===== src/udc_params.svh =====
// Register map, field positions and reset values of the counter bank
`ifndef UDC_PARAMS_SVH
`define UDC_PARAMS_SVH
`define UDC_NUM          8
`define UDC_OFS_CTRL     12'h000
`define UDC_OFS_ISTAT    12'h004
`define UDC_OFS_IMASK    12'h008
`define UDC_OFS_STAMP    12'h00c
`define UDC_CNT_PAGE     4'h1
`define UDC_FLD_PRESET   3'h0
`define UDC_FLD_COMPARE  3'h1
`define UDC_FLD_COUNT    3'h2
`define UDC_FLD_CAPT     3'h3
`define UDC_FLD_CTIME    3'h4
`define UDC_FLD_FLAGS    3'h5
`define UDC_CTRL_RST     8'h00
`define UDC_ISTAT_RST    16'h0000
`define UDC_IMASK_RST    16'h0000
`define UDC_PRESET_RST   32'h0000_0000
`define UDC_COMPARE_RST  32'h0000_0000
`define UDC_STAMP_RST    32'h0000_0000
`define UDC_ZERO         32'sh0000_0000
`define UDC_ONE          32'sh0000_0001
`define UDC_MAX_POS      32'sh7fff_ffff
`define UDC_MIN_NEG      32'sh8000_0000
`endif


===== src/udc_pkg.sv =====
// Types shared by the counter bank and its per-counter core
`default_nettype none
package udc_pkg;
  typedef logic signed [31:0] udc_word_type;

  typedef struct packed {
    logic       hit;
    logic       glob;
    logic [2:0] idx;
    logic [2:0] fld;
  } udc_dec_type;

  typedef struct packed {
    logic         prev_up;
    logic         prev_dn;
    logic         prev_ld;
    logic         prev_en;
    udc_word_type count;
    udc_word_type capture;
    logic [31:0]  cap_stamp;
    logic         above;
    logic         equal;
    logic         below;
    logic         match_evt;
    logic         frz_evt;
  } udc_core_state_type;

  typedef struct packed {
    logic [7:0]       ctrl_en;
    logic [15:0]      int_stat;
    logic [15:0]      int_mask;
    logic [31:0]      stamp;
    logic [7:0][31:0] preset;
    logic [7:0][31:0] compare;
    logic [31:0]      prdata;
    logic             pready;
    logic             pslverr;
    logic             irq;
  } udc_top_state_type;
endpackage
`default_nettype wire


===== src/udc_core_if.sv =====
// Signals between the register bank and one counter core
`timescale 1ns/10ps
`default_nettype none
interface udc_core_if;
  import udc_pkg::*;
  logic         en;
  udc_word_type preset;
  udc_word_type compare;
  logic         up;
  logic         down;
  logic         blk;
  logic         ld_sel;
  logic         rst_cmd;
  logic         frz_rst;
  logic         frz_cnt;
  logic [31:0]  stamp;
  udc_word_type count;
  udc_word_type capture;
  logic [31:0]  cap_stamp;
  logic         above;
  logic         equal;
  logic         below;
  logic         match_evt;
  logic         frz_evt;

  modport bank (output en, preset, compare, up, down, blk, ld_sel, rst_cmd,
                output frz_rst, frz_cnt, stamp,
                input count, capture, cap_stamp, above, equal, below,
                input match_evt, frz_evt);
  modport core (input en, preset, compare, up, down, blk, ld_sel, rst_cmd,
                input frz_rst, frz_cnt, stamp,
                output count, capture, cap_stamp, above, equal, below,
                output match_evt, frz_evt);
endinterface
`default_nettype wire


===== src/udc_core.sv =====
// One signed up/down edge counter with compare flags and freeze capture
`timescale 1ns/10ps
`default_nettype none
`include "udc_params.svh"
module udc_core
  import udc_pkg::*;
(
  input wire logic clk,
  input wire logic rst_n,
  udc_core_if.core bus
);
  udc_core_state_type q;
  udc_core_state_type d;
  logic               up_rise;
  logic               dn_rise;
  logic               ld_rise;
  logic               en_rise;
  logic               counting;

  // Edges against last cycle's sample, so a held level counts once
  assign up_rise  = bus.up & ~q.prev_up;
  assign dn_rise  = bus.down & ~q.prev_dn;
  assign ld_rise  = bus.ld_sel & ~q.prev_ld;
  assign en_rise  = bus.en & ~q.prev_en;
  // Blocked edges are still sampled, so unblocking makes no false edge
  assign counting = bus.en & q.prev_en & ~bus.blk;

  always_comb
  begin
    d           = q;
    d.prev_up   = bus.up;
    d.prev_dn   = bus.down;
    d.prev_ld   = bus.ld_sel;
    d.prev_en   = bus.en;
    d.match_evt = 1'b0;
    d.frz_evt   = 1'b0;
    if (bus.frz_rst | bus.frz_cnt)
    begin
      d.capture   = q.count;
      d.cap_stamp = bus.stamp;
      d.frz_evt   = 1'b1;
    end
    if (bus.rst_cmd)
      d.count = bus.ld_sel ? bus.preset : `UDC_ZERO;
    else if (bus.frz_rst)
      d.count = `UDC_ZERO;
    else if (en_rise)
      d.count = bus.ld_sel ? bus.preset : `UDC_ZERO;
    else if (bus.en & ld_rise)
      d.count = bus.preset;
    else if (counting & up_rise & ~dn_rise)
      d.count = q.count + `UDC_ONE;
    else if (counting & dn_rise & ~up_rise)
      d.count = q.count - `UDC_ONE;
    if (bus.blk)
    begin
      d.above = 1'b0;
      d.equal = 1'b0;
      d.below = 1'b0;
    end
    else
    begin
      d.above = d.count > bus.compare;
      d.equal = d.count == bus.compare;
      d.below = d.count < bus.compare;
    end
    d.match_evt = d.equal & ~q.equal;
  end

  always_ff @(posedge clk or negedge rst_n)
  begin
    if (!rst_n)
      q <= '0;
    else
      q <= d;
  end

  assign bus.count     = q.count;
  assign bus.capture   = q.capture;
  assign bus.cap_stamp = q.cap_stamp;
  assign bus.above     = q.above;
  assign bus.equal     = q.equal;
  assign bus.below     = q.below;
  assign bus.match_evt = q.match_evt;
  assign bus.frz_evt   = q.frz_evt;

  logic quiet;
  assign quiet = counting & ~bus.rst_cmd & ~bus.frz_rst & ~ld_rise;

  AST_UP_INC:
  assert property (@(posedge clk) disable iff (!rst_n)
    quiet && up_rise && !dn_rise |=> q.count == $past(q.count) + `UDC_ONE)
    else $error("up edge did not add one");
  AST_UP_WRAP:
  assert property (@(posedge clk) disable iff (!rst_n)
    quiet && up_rise && !dn_rise && q.count == `UDC_MAX_POS
    |=> q.count == `UDC_MIN_NEG)
    else $error("up wrap at positive limit failed");
  AST_DN_DEC:
  assert property (@(posedge clk) disable iff (!rst_n)
    quiet && dn_rise && !up_rise |=> q.count == $past(q.count) - `UDC_ONE)
    else $error("down edge did not subtract one");
  AST_DN_WRAP:
  assert property (@(posedge clk) disable iff (!rst_n)
    quiet && dn_rise && !up_rise && q.count == `UDC_MIN_NEG
    |=> q.count == `UDC_MAX_POS)
    else $error("down wrap at negative limit failed");
  AST_FLAGS:
  assert property (@(posedge clk) disable iff (!rst_n)
    !bus.blk && $stable(bus.compare) |=> $onehot({q.above, q.equal, q.below})
    && q.equal == (q.count == $past(bus.compare)))
    else $error("compare flags wrong");
  AST_BLOCK:
  assert property (@(posedge clk) disable iff (!rst_n)
    bus.blk && !bus.rst_cmd && !bus.frz_rst && !en_rise && !ld_rise
    |=> !q.above && !q.equal && !q.below && $stable(q.count))
    else $error("blocked counter changed or flagged");
  AST_LOAD:
  assert property (@(posedge clk) disable iff (!rst_n)
    bus.en && q.prev_en && ld_rise && !bus.rst_cmd && !bus.frz_rst
    |=> q.count == $past(bus.preset))
    else $error("preset not loaded on select rise");
  AST_RESET:
  assert property (@(posedge clk) disable iff (!rst_n)
    bus.rst_cmd |=> q.count == ($past(bus.ld_sel) ? $past(bus.preset)
    : `UDC_ZERO))
    else $error("reset command loaded wrong value");
  AST_FRZ_RST:
  assert property (@(posedge clk) disable iff (!rst_n)
    bus.frz_rst && !bus.rst_cmd |=> q.count == `UDC_ZERO
    && q.capture == $past(q.count) && q.cap_stamp == $past(bus.stamp))
    else $error("freeze and reset failed");
  AST_FRZ_CNT:
  assert property (@(posedge clk) disable iff (!rst_n)
    bus.frz_cnt && !bus.frz_rst && !bus.rst_cmd && !en_rise && !ld_rise
    && !(counting && up_rise != dn_rise)
    |=> q.capture == $past(q.count) && $stable(q.count))
    else $error("freeze and count altered the count");
endmodule
`default_nettype wire


===== src/udc_top.sv =====
// Bank of eight up/down event counters with APB registers and interrupt
//
// The address map and the APB register port are this design's own decisions.
`timescale 1ns/10ps
`default_nettype none
`include "udc_params.svh"
module udc_top
  import udc_pkg::*;
(
  input  wire logic        pclk,
  input  wire logic        presetn,
  input  wire logic [11:0] paddr,
  input  wire logic        psel,
  input  wire logic        penable,
  input  wire logic        pwrite,
  input  wire logic [31:0] pwdata,
  output var  logic [31:0] prdata,
  output var  logic        pready,
  output var  logic        pslverr,
  input  wire logic [7:0]  cnt_up,
  input  wire logic [7:0]  cnt_down,
  input  wire logic [7:0]  cnt_block,
  input  wire logic [7:0]  preset_load_select,
  input  wire logic [7:0]  cnt_reset,
  input  wire logic [7:0]  cnt_freeze_reset,
  input  wire logic [7:0]  cnt_freeze_count,
  output var  logic [7:0]  count_above_compare,
  output var  logic [7:0]  count_matches_compare,
  output var  logic [7:0]  count_below_compare,
  output var  logic        irq
);
  udc_top_state_type q;
  udc_top_state_type d;
  logic [7:0][31:0]  count_w;
  logic [7:0][31:0]  capt_w;
  logic [7:0][31:0]  ctime_w;
  logic [7:0][2:0]   flags_w;
  logic [7:0]        match_w;
  logic [7:0]        frz_w;
  udc_dec_type       dec;
  logic              setup;
  logic              access;
  logic [15:0]       w1c;

  // Same decode serves the setup-phase read and the access-phase write
  function automatic udc_dec_type decode(input logic [11:0] a);
    udc_dec_type r;
    r      = '0;
    r.idx  = a[7:5];
    r.fld  = a[4:2];
    if (a == `UDC_OFS_CTRL || a == `UDC_OFS_ISTAT ||
        a == `UDC_OFS_IMASK || a == `UDC_OFS_STAMP)
    begin
      r.hit  = 1'b1;
      r.glob = 1'b1;
    end
    else if (a[11:8] == `UDC_CNT_PAGE && a[1:0] == 2'h0 &&
             a[4:2] <= `UDC_FLD_FLAGS)
      r.hit = 1'b1;
    return r;
  endfunction

  udc_core_if ifc [`UDC_NUM] ();

  genvar gi;
  generate
    for (gi = 0; gi < `UDC_NUM; gi++)
    begin : g_cnt
      assign ifc[gi].en      = q.ctrl_en[gi];
      assign ifc[gi].preset  = q.preset[gi];
      assign ifc[gi].compare = q.compare[gi];
      assign ifc[gi].up      = cnt_up[gi];
      assign ifc[gi].down    = cnt_down[gi];
      assign ifc[gi].blk     = cnt_block[gi];
      assign ifc[gi].ld_sel  = preset_load_select[gi];
      assign ifc[gi].rst_cmd = cnt_reset[gi];
      assign ifc[gi].frz_rst = cnt_freeze_reset[gi];
      assign ifc[gi].frz_cnt = cnt_freeze_count[gi];
      assign ifc[gi].stamp   = q.stamp;
      assign count_w[gi]     = ifc[gi].count;
      assign capt_w[gi]      = ifc[gi].capture;
      assign ctime_w[gi]     = ifc[gi].cap_stamp;
      assign flags_w[gi]     = {ifc[gi].below, ifc[gi].equal, ifc[gi].above};
      assign match_w[gi]     = ifc[gi].match_evt;
      assign frz_w[gi]       = ifc[gi].frz_evt;
      assign count_above_compare[gi]   = ifc[gi].above;
      assign count_matches_compare[gi] = ifc[gi].equal;
      assign count_below_compare[gi]   = ifc[gi].below;
      udc_core u_core
      (
        .clk   (pclk),
        .rst_n (presetn),
        .bus   (ifc[gi])
      );
    end
  endgenerate

  assign dec    = decode(paddr);
  assign setup  = psel & ~penable;
  // Writes land only on the edge where the access phase sees pready
  assign access = psel & penable & q.pready;
  assign w1c    = (access & pwrite & dec.hit & dec.glob &
                   paddr == `UDC_OFS_ISTAT) ? pwdata[15:0] : 16'h0000;

  always_comb
  begin
    d         = q;
    d.pready  = 1'b0;
    d.pslverr = 1'b0;
    d.prdata  = 32'h0000_0000;
    d.stamp   = q.stamp + 32'h0000_0001;
    if (setup)
    begin
      // Read data is taken in setup so all outputs stay registered
      d.pready  = 1'b1;
      d.pslverr = ~dec.hit;
      if (dec.hit & ~pwrite)
      begin
        if (dec.glob)
        begin
          case (paddr)
            `UDC_OFS_CTRL:  d.prdata = {24'h000000, q.ctrl_en};
            `UDC_OFS_ISTAT: d.prdata = {16'h0000, q.int_stat};
            `UDC_OFS_IMASK: d.prdata = {16'h0000, q.int_mask};
            `UDC_OFS_STAMP: d.prdata = q.stamp;
            default:        d.prdata = 32'h0000_0000;
          endcase
        end
        else
        begin
          case (dec.fld)
            `UDC_FLD_PRESET:  d.prdata = q.preset[dec.idx];
            `UDC_FLD_COMPARE: d.prdata = q.compare[dec.idx];
            `UDC_FLD_COUNT:   d.prdata = count_w[dec.idx];
            `UDC_FLD_CAPT:    d.prdata = capt_w[dec.idx];
            `UDC_FLD_CTIME:   d.prdata = ctime_w[dec.idx];
            `UDC_FLD_FLAGS:   d.prdata = {29'h0000_0000, flags_w[dec.idx]};
            default:          d.prdata = 32'h0000_0000;
          endcase
        end
      end
    end
    if (access & pwrite & dec.hit)
    begin
      if (dec.glob)
      begin
        case (paddr)
          `UDC_OFS_CTRL:  d.ctrl_en  = pwdata[7:0];
          `UDC_OFS_IMASK: d.int_mask = pwdata[15:0];
          default:        d.ctrl_en  = q.ctrl_en;
        endcase
      end
      else
      begin
        case (dec.fld)
          `UDC_FLD_PRESET:  d.preset[dec.idx]  = pwdata;
          `UDC_FLD_COMPARE: d.compare[dec.idx] = pwdata;
          default:          d.preset[dec.idx]  = q.preset[dec.idx];
        endcase
      end
    end
    // A new event in the clearing cycle survives the clear
    d.int_stat = (q.int_stat & ~w1c) | {frz_w, match_w};
    d.irq      = |(d.int_stat & d.int_mask);
  end

  always_ff @(posedge pclk or negedge presetn)
  begin
    if (!presetn)
    begin
      q          <= '0;
      q.ctrl_en  <= `UDC_CTRL_RST;
      q.int_stat <= `UDC_ISTAT_RST;
      q.int_mask <= `UDC_IMASK_RST;
      q.stamp    <= `UDC_STAMP_RST;
      q.preset   <= {`UDC_NUM{`UDC_PRESET_RST}};
      q.compare  <= {`UDC_NUM{`UDC_COMPARE_RST}};
    end
    else
      q <= d;
  end

  assign prdata  = q.prdata;
  assign pready  = q.pready;
  assign pslverr = q.pslverr;
  assign irq     = q.irq;

  AST_SLOT_MATCH:
  assert property (@(posedge pclk) disable iff (!presetn)
    match_w != 8'h00 |=> (q.int_stat[7:0] & $past(match_w)) == $past(match_w))
    else $error("match event not latched in its own slot");
  AST_SET_WINS:
  assert property (@(posedge pclk) disable iff (!presetn)
    frz_w != 8'h00 |=> (q.int_stat[15:8] & $past(frz_w)) == $past(frz_w))
    else $error("freeze event lost against clear");
  AST_PRESET_WR:
  assert property (@(posedge pclk) disable iff (!presetn)
    access && pwrite && dec.hit && !dec.glob && dec.fld == `UDC_FLD_PRESET
    |=> q.preset[$past(dec.idx)] == $past(pwdata))
    else $error("preset write not stored");
  AST_COMPARE_WR:
  assert property (@(posedge pclk) disable iff (!presetn)
    access && pwrite && dec.hit && !dec.glob && dec.fld == `UDC_FLD_COMPARE
    |=> q.compare[$past(dec.idx)] == $past(pwdata))
    else $error("compare write not stored");
  AST_CTRL_WR:
  assert property (@(posedge pclk) disable iff (!presetn)
    access && pwrite && paddr == `UDC_OFS_CTRL
    |=> q.ctrl_en == $past(pwdata[7:0]))
    else $error("enable write not stored");
  AST_IMASK_WR:
  assert property (@(posedge pclk) disable iff (!presetn)
    access && pwrite && paddr == `UDC_OFS_IMASK
    |=> q.int_mask == $past(pwdata[15:0]))
    else $error("mask write not stored");
  AST_W1C:
  assert property (@(posedge pclk) disable iff (!presetn)
    access && pwrite && paddr == `UDC_OFS_ISTAT && frz_w == 8'h00 &&
    match_w == 8'h00 |=> (q.int_stat & $past(pwdata[15:0])) == 16'h0000)
    else $error("status bit not cleared by one");
  // A refused write must leave every setting as it was
  AST_REFUSED:
  assert property (@(posedge pclk) disable iff (!presetn)
    access && pwrite && !dec.hit |=> $stable(q.ctrl_en) &&
    $stable(q.int_mask) && $stable(q.preset) && $stable(q.compare))
    else $error("unmapped write changed a register");
  AST_RO_FIELDS:
  assert property (@(posedge pclk) disable iff (!presetn)
    access && pwrite && dec.hit && !dec.glob &&
    dec.fld >= `UDC_FLD_COUNT |=> $stable(q.preset) && $stable(q.compare))
    else $error("read-only field write changed a setting");
  // Reads return what stood at the setup edge
  AST_RD_PRESET:
  assert property (@(posedge pclk) disable iff (!presetn)
    setup && !pwrite && dec.hit && !dec.glob && dec.fld == `UDC_FLD_PRESET
    |=> prdata == $past(q.preset[dec.idx]))
    else $error("preset read back wrong");
  AST_RD_COMPARE:
  assert property (@(posedge pclk) disable iff (!presetn)
    setup && !pwrite && dec.hit && !dec.glob && dec.fld == `UDC_FLD_COMPARE
    |=> prdata == $past(q.compare[dec.idx]))
    else $error("compare read back wrong");
  AST_RD_COUNT:
  assert property (@(posedge pclk) disable iff (!presetn)
    setup && !pwrite && dec.hit && !dec.glob && dec.fld == `UDC_FLD_COUNT
    |=> prdata == $past(count_w[dec.idx]))
    else $error("count read back wrong");
  AST_RD_CAPT:
  assert property (@(posedge pclk) disable iff (!presetn)
    setup && !pwrite && dec.hit && !dec.glob && dec.fld == `UDC_FLD_CAPT
    |=> prdata == $past(capt_w[dec.idx]))
    else $error("capture read back wrong");
  AST_RD_FLAGS:
  assert property (@(posedge pclk) disable iff (!presetn)
    setup && !pwrite && dec.hit && !dec.glob && dec.fld == `UDC_FLD_FLAGS
    |=> prdata == {29'h0000_0000, $past(flags_w[dec.idx])})
    else $error("flags read back wrong");
  AST_PREADY_ONE:
  assert property (@(posedge pclk) disable iff (!presetn)
    setup |=> pready)
    else $error("no ready after setup");
  AST_PREADY_DROP:
  assert property (@(posedge pclk) disable iff (!presetn)
    pready |=> !pready)
    else $error("ready held past one cycle");
  AST_SLVERR:
  assert property (@(posedge pclk) disable iff (!presetn)
    pslverr |-> pready && prdata == 32'h0000_0000)
    else $error("error answer without ready or with data");
  // Pin flags trail the block input by one cycle
  AST_PIN_ONEHOT:
  assert property (@(posedge pclk) disable iff (!presetn)
    (count_above_compare & count_matches_compare) == 8'h00 &&
    (count_above_compare & count_below_compare) == 8'h00 &&
    (count_matches_compare & count_below_compare) == 8'h00)
    else $error("two compare flags high together");
  AST_PIN_BLOCK:
  assert property (@(posedge pclk) disable iff (!presetn)
    1'b1 |=> ((count_above_compare | count_matches_compare |
    count_below_compare) & $past(cnt_block)) == 8'h00)
    else $error("blocked counter shows a flag");
  AST_PIN_SET:
  assert property (@(posedge pclk) disable iff (!presetn)
    1'b1 |=> (count_above_compare | count_matches_compare |
    count_below_compare | $past(cnt_block)) == 8'hff)
    else $error("unblocked counter shows no flag");
  AST_IRQ_LEVEL:
  assert property (@(posedge pclk) disable iff (!presetn)
    1'b1 |=> irq == ((q.int_stat & q.int_mask) != 16'h0000))
    else $error("interrupt level disagrees with status");
  AST_STAMP_RUN:
  assert property (@(posedge pclk) disable iff (!presetn)
    1'b1 |=> q.stamp == $past(q.stamp) + 32'h0000_0001)
    else $error("time stamp did not advance");
endmodule
`default_nettype wire


===== config.mk =====
export PLATFORM = sky130hd
export DESIGN_NAME = udc_top
export DESIGN_NICKNAME = d
export VERILOG_FILES = /design/src/udc_pkg.sv /design/src/udc_core_if.sv /design/src/udc_core.sv /design/src/udc_top.sv
export VERILOG_INCLUDE_DIRS = /design/src
export SDC_FILE = /design/constraint.sdc
export NUM_CORES = 2
export LEC_CHECK = 0
export BUFFER_PORTS_ARGS = -buffer_cell sky130_fd_sc_hd__buf_2
export CORE_MARGIN = 4
export CORE_UTILIZATION = 52
export DETAILED_ROUTE_END_ITERATION = 6
export PLACE_DENSITY = 0.68
export SLEW_MARGIN = 20
export SYNTH_ARGS = -nofsm -noshare
export SYNTH_HDL_FRONTEND = slang
export SYNTH_SLANG_ARGS = --single-unit

===== constraint.sdc =====
create_clock -name pclk -period 5 [get_ports pclk]
set_input_delay 1 -clock pclk [delete_from_list [all_inputs] [get_ports pclk]]
set_output_delay 1 -clock pclk [all_outputs]
set_load 0.02 [all_outputs]

-- Word-level counts from Yosys, hierarchy flattened
Index checks and enable logic that the tools add are counted.
- register bits after elaboration: 1459
- ROM bits: 0
- output and inout port bits: 59
- memories: 0
- input port bits: 105
- logic and storage cells: 473
- bits in writable memories: 0
- latch bits: 0
- shift-type cells: 0
- $mul: 0
- div/mod/pow operators: 0
- $lt $le $gt $ge: 19
- bitwise gates (word level): 185
- eq/ne operators: 17
- reduce and logical (&&, ||, !) cells: 13
- add/subtract/negate cells: 17
- mux-type cells: 102
- operators with widths (operator ; number):
    32-bit 2-to-1 mux ; 64
    256-bit bitwise mux ; 3
    256-bit case mux with 2 select lines ; 1
    32-bit binary-select mux with 3-bit select ; 5
    32-bit by 2-bit adder with 32-bit output (second input constant) ; 8
    32-bit == test ; 8
    32-bit greater-than comparator ; 8
    32-bit less-than comparator ; 8
    32-bit by 2-bit subtractor with 32-bit output (second input constant) ; 8
    32-bit case mux with 6 select lines ; 1
    32-bit case mux with 4 select lines ; 1
    1-bit bitwise AND ; 104
    32-bit demux with 3-bit select ; 1
    1-bit NOT ; 69
    16-bit 2-to-1 mux ; 4
    34-bit 2-to-1 mux ; 1
    32-bit by 1-bit adder with 32-bit output (second input constant) ; 1
    16-bit bitwise AND ; 2
    3-bit 2-to-1 mux ; 9
    12-bit by 4-bit == test with 1-bit output (second input constant) ; 2
    16-bit NOT ; 1
    16-bit bitwise OR ; 1
    16-bit OR reduction ; 1
    12-bit by 3-bit == test with 1-bit output (second input constant) ; 1
    16 further kinds ; 41

-- Logic depth before layout (Yosys ltp)
- depth after elaboration: 14
- depth in mapped cells: 18
- gate-level depth less buffers: 16

-- Hierarchy
From an unflattened synthesis, not the netlist that was laid out.
- cell total of the unflattened synthesis: 8206
- area, all modules: 86001.2 um^2
- by module, submodules not included (module ; instances ; sequential area each (um^2) ; cells an instance ; area each (um^2)):
    udc_core at g_cnt[0].u_core ... ; 5 ; 2627.5 ; 675 ; 6713.9
    udc_top ; 1 ; 15489.9 ; 2802 ; 32384.8
    udc_core at g_cnt[7].u_core ; 1 ; 2627.5 ; 676 ; 6732.7
    udc_core at g_cnt[6].u_core ; 1 ; 2627.5 ; 681 ; 6717.7
    udc_core at g_cnt[1].u_core ; 1 ; 2627.5 ; 672 ; 6596.3

-- Worst setup path before layout
No wires, ideal clock.
- path type: input to register
- from: in cnt_block[6]
- to: reg g_cnt[6].u_core.q (netlist bit g_cnt[6].u_core.bus.above)
- stages: 16
- slack: 447 ps
- data arrival time: 4434 ps
- required time: 4880 ps
- path buffers: 1
- cells stage by stage: nand3b_1 and3b_1 clkbuf_1 nand4_1 nor2_1 a21boi_0 xnor2_1 a22o_1 ha_1 a2111oi_0 o21ai_0 a31o_2 a21o_1 a221o_1 mux2_2 and3b_1
- RTL lines (element ; line ; source):
    start: declaration ; udc_top.sv:22 ; input wire logic [7:0] cnt_block,
    end signal: assignment ; udc_core.sv:73 ; q <= '0;
    end signal: assignment ; udc_core.sv:75 ; q <= d;
    end: declaration ; udc_core.sv:12 ; udc_core_state_type q;

==> results <==
- For this block, the routed nets add up to 400900 um of wire.
- The layout has 12490 filler cells.
- The maximum vdd drop is 375.2 uV.
- The hold-fix buffer count after cts is 0.
- The region available for standard cell placement spans 0.1500 sq mm.
- Sequential cells burn 44.8% of the power.
- The clock latency reported for the late side of the worst-skew pair is 0.84 ns.
- The highest fanout seen on the critical path is 8.
- The initialized floorplan defines 142 standard-cell rows.
- The nature of the critical path startpoint is a flip-flop.
- Port buffering added 163 buffers.
- The final reports fail on DRC.
- The hold violation count in the final report is 0.
- The worst path in the final design needs a cycle of 4.984 ns, including I/O delays and setup.
- The biggest area consumer among synthesized cells is sky130_fd_sc_hd__dfrtp_1.
- The first detailed-routing pass ran for 7 iterations.
- Power spread over the standard cell area amounts to 291.7 mW/mm^2.
- The internal reg-to-reg setup slack is 0.02 ns.
- At the pin with the least slew margin, the transition time is 1.288 ns.
- The layout net count is 8334.
- Total power for the finished layout comes to 0.02657 W.
- The analysis attributes to cell leakage a power of 42.18 nW.
- The initial utilization of the core area, before any placement, comes to 52.42%.
- The CTS buffer count is 162.
- Clock tree synthesis found a total of 1459 sinks.
- The maximum clock frequency is 0.2006 GHz.
- The yosys synthesis warning count is 0.
- Traced cell by cell, the critical path runs through ha_1, and3_1, nand3_1, buf_4, o21ai_0, nand2_1, xor2_1, o21ai_1, ha_1, nand4_1, or3_1, nor4_2, buf_4, nand3_1, or2_2, and3b_1.
- The number of placed instances with taps included is 9808.
- The deepest level of the CTS H-tree is 4.
- The flow ran to the end, but the final reports show violations.
- The die area is 0.1574 sq mm.
- Ranked by total cell area, the synthesized netlist is headed by sky130_fd_sc_hd__dfrtp_1, sky130_fd_sc_hd__mux2_2, sky130_fd_sc_hd__ha_1.
- The die width is 396.8 um.
- The detailed-route vias per instance is 7.189.
- The number of global-route vias before repair came to 70240.
- Entering global routing, the biggest net connects 125 pins.
- Across the routed clock network, the largest skew measured is 0.04608 ns.
- The worst slew slack as a fraction of its limit is 11.68%.
- The clock network fraction of design power is 49.3%.
- The internal power component is 0.01984 W.
- The number of enable flip-flop cells after synthesis is 0.
- The global-route wire length before repair is 548000 um.
- The global placement routability congestion is 1.125.
- The cell area that synthesis handed to floorplanning was 0.07860 sq mm.
- The post-route non-filler standard cell count is 10130.
- Setup repair after global routing left no endpoint under its margin.
- The worst path meets setup with 0.01592 ns of slack.
- For this design the top-level I/O count stands at 164.
- STA classifies the critical path endpoint as a flip-flop.
- The number of setup violations in the final report is 0.
- The synthesized design devotes to its leading area cell type 46.45% of total area.
- The number of max-cap violations is 0.
- After clock tree synthesis, the setup repair step added 0 buffers.
- After clock tree synthesis, the clock-pin slew on the worst setup and hold paths is 0.06 ns.
- Once detailed placement completed, the half-perimeter wirelength came to 306800 um.
- The residual overflow from global routing is 0.
- The signed area change from the synthesized netlist to the final layout is 15.90%.
- The number of distinct standard cells referenced by the synthesized netlist is 101.
- In this run, synthesis produced a sequential element count of 1459.
- The cell with the largest stage delay on the worst path is sky130_fd_sc_hd__dfrtp_1.
- By startpoint and endpoint, the worst setup path is classified as reg -> reg.
- Across every metal layer, demand over resource in global routing totals 49.96%.
- For this block, the initial DRC count from the detailed router was 11150.
- The most used flip-flop cell after synthesis is sky130_fd_sc_hd__dfrtp_1.
- The clock tree from TritonCTS is done.
- The area used by sequential logic in the layout is 0.03651 sq mm.
- The number of antenna violations at the first check in global routing is 54.
- Once detail routing completed, the nets flagged for antenna violations numbered 0.
- Prior to clock tree synthesis, the placed netlist has a worst setup slack of -0.5708 ns.
- Synthesis produced a netlist whose cell count is 7566.
- The switching portion of total power is 25.34%.
- Per report_power, the combinational group accounts for 6.0% of the total.
- The area used by multi-input combinational logic is 0.03837 sq mm.
- The tree is rooted in a sky130_fd_sc_hd__clkbuf_16.
- A synthesized cell averages 10.39 sq um.
- Detailed routing inserted a total of 72800 vias.
- In the synthesized netlist the async set-or-reset flop fraction comes to 100.0%.
- The analysis attributes to net switching a power of 0.006734 W.
- The arrival time at the worst endpoint is 5.69 ns.
- The part of the cycle the worst path needs is 99.68%.
- In this run the deepest clock path goes through 3 buffers.
- The height of the die is 396.8 um.
- Dividing the detail-routed wire length by the instance count gives 39.59 um.
- The stage delay of the slowest cell on the critical path is 0.67 ns.
- The DRC violation count after routing is 1.
- The max-slew violation count is 0.
- In this run the worst hold path is classified as in -> async.
- For this run, the register share of the synthesized area comes to 46.45%.
- The worst endpoint required time is 5.70 ns.
- The layout cell share with drive strength beyond 1 is 24.88%.
- When the netlist entered floorplanning its net count stood at 7944.
==> routing by layer <==
metal | global-route usage [%] | wire length (um) | vias up
met2 | 69.98 | 161800 | 5895
met5 | 0.7697 | 423 | -
li1 | - | - | 28790
met4 | 27.75 | 28810 | 36
met3 | 25.18 | 64840 | 1374
met1 | 62.36 | 145100 | 36710
==> path summary, 6_finish.rpt <==
| check | startpoint | end | depth (start not counted) |
|---|---|---|---|
| worst max-delay path | g_cnt[7].u_core.bus.count[1] | g_cnt[7].u_core.bus.above | 16 |
| worst min-delay path | presetn | g_cnt[4].u_core.bus.cap_stamp[21] | 1 |
| worst max register to register | g_cnt[7].u_core.bus.count[1] | g_cnt[7].u_core.bus.above | 16 |
| worst min register to register | g_cnt[6].u_core.bus.frz_evt | q[609] | 1 |
| max in group asynchronous | presetn | g_cnt[6].u_core.bus.capture[5] | 2 |
| min in group pclk | preset_load_select[4] | g_cnt[4].u_core.q[102] | 1 |
==> state kept, by name (all words and copies together) (netlist names) <==
register,flops
prdata,32
ifc.compare,256
g_cnt.u_core.bus.below,8
ifc.preset,256
ifc.en,8
irq,1
g_cnt.u_core.bus.frz_evt,8
g_cnt.u_core.bus.above,8
pslverr,1
pready,1
q,32
g_cnt.u_core.bus.equal,8
g_cnt.u_core.q,32
g_cnt.u_core.bus.count,256
g_cnt.u_core.bus.capture,256
g_cnt.u_core.bus.match_evt,8
g_cnt.u_core.bus.cap_stamp,256
ifc.stamp,32
==> critical path, delay by kind of cell (launching register included) <==
family / cells / cell delay (ns)
compound gates: 2 / 0.49
xor+xnor: 1 / 0.17
fa+ha+maj: 2 / 0.68
buf+inv: 2 / 0.48
flops: 1 / 0.67
simple gates: 9 / 2.36
==> cell usage in the layout, fill, tap and decap left out, drive strengths merged, types with 51 or more instances in the layout <==
master	n
a21o	51
a21oi	204
a221oi	94
a22o	236
a22oi	451
a31oi	95
buf	839
clkbuf	221
dfrtp	1459
ha	273
inv	357
mux2	763
nand2	609
nand3	168
nand4	201
nor2	250
nor3	140
nor4	79
o21ai	506
or3	53
xnor2	145
xor2	112
==> cell usage after synthesis (all sizes together), types with 17 or more instances <==
cell type and number:
a21oi 204, nand2b 50, mux4 19, or3 53
a32oi 18, xnor2 145, a21o 51, buf 223
o31ai 17, mux2 763, nor2b 39, xor2 112
nor3 140, nor2 250, ha 273, dfrtp 1459
or4 27, nand2 609, and2 23, a41oi 28
a22o 236, clkbuf 390, o21a 28, a31oi 95
o22ai 36, nand3 168, nor4 79, a22oi 451
a221oi 94, nand4 201, mux2i 47, inv 353
a211oi 28, and3b 19, o21ai 506, and4 48
and3 47, o211ai 41
==> logic make-up (layout without fill, tap and decap cells) <==
logic type               Yosys count  in the layout  share of synthesized area (%)
AO/OA/AOI/OAI                   1965           1965                          17.23
AND/OR/NAND/NOR                 1816           1816                          11.95
flip-flops                      1459           1459                          46.45
buffers and inverters            967           1484                          5.078
multiplexers                     829            829                          12.08
adder cells (fa/ha/maj)          273            273                          4.346
XOR/XNOR                         257            257                          2.864
other                              0             27                              0
==> repair_timing <==
item                       4_1_cts  5_1_grt
pin swaps                        1        0
setup endpoints to repair        2        3
gates cloned                     0        0
resized for setup                3        2
==> layout make-up <==
| type | count | area share, % |
|---|---|---|
| clock buffer | 221 | 5.113 |
| clock inverter | 70 | 1.243 |
| sequential | 1459 | 40.08 |
| multi-input combinational | 5140 | 42.12 |
| antenna | 27 | 0.07416 |
| tap | 2016 | 2.769 |
| inverter | 354 | 1.459 |
| timing repair buffer | 839 | 7.147 |
==> power groups by stage <==
stage / Clock (W) / Sequential (W) / Combinational (W)
3_3_place_gp: 0 / 0.0121 / 0.00150
4_1_cts: 0.0131 / 0.0119 / 0.00152
3_5_place_dp: 0 / 0.0121 / 0.00151
5_1_grt: 0.0136 / 0.0119 / 0.00159
6_report: 0.0131 / 0.0119 / 0.00159
2_1_floorplan: 0 / 0.0121 / 0.000523
==> per-stage QoR <==
| stage | instance area (sq um) | setup TNS [ns] | hold slack (ns) | util (%) |
|---|---|---|---|---|
| 4_1_cts | 91020 | 0 | 0.2501 | 60.70 |
| 6_report | 91100 | 0 | 0.2467 | 60.75 |
| 3_5_place_dp | 85220 | -3.357 | 0.4586 | 56.83 |
| 5_1_grt | 91040 | 0 | 0.2634 | 60.71 |
| 2_1_floorplan | 78600 | 0 | 0.4231 | - |
| 3_3_place_gp | 85220 | -2.992 | 0.4346 | 56.83 |
Note: power is estimated with default switching activity, not from simulation.
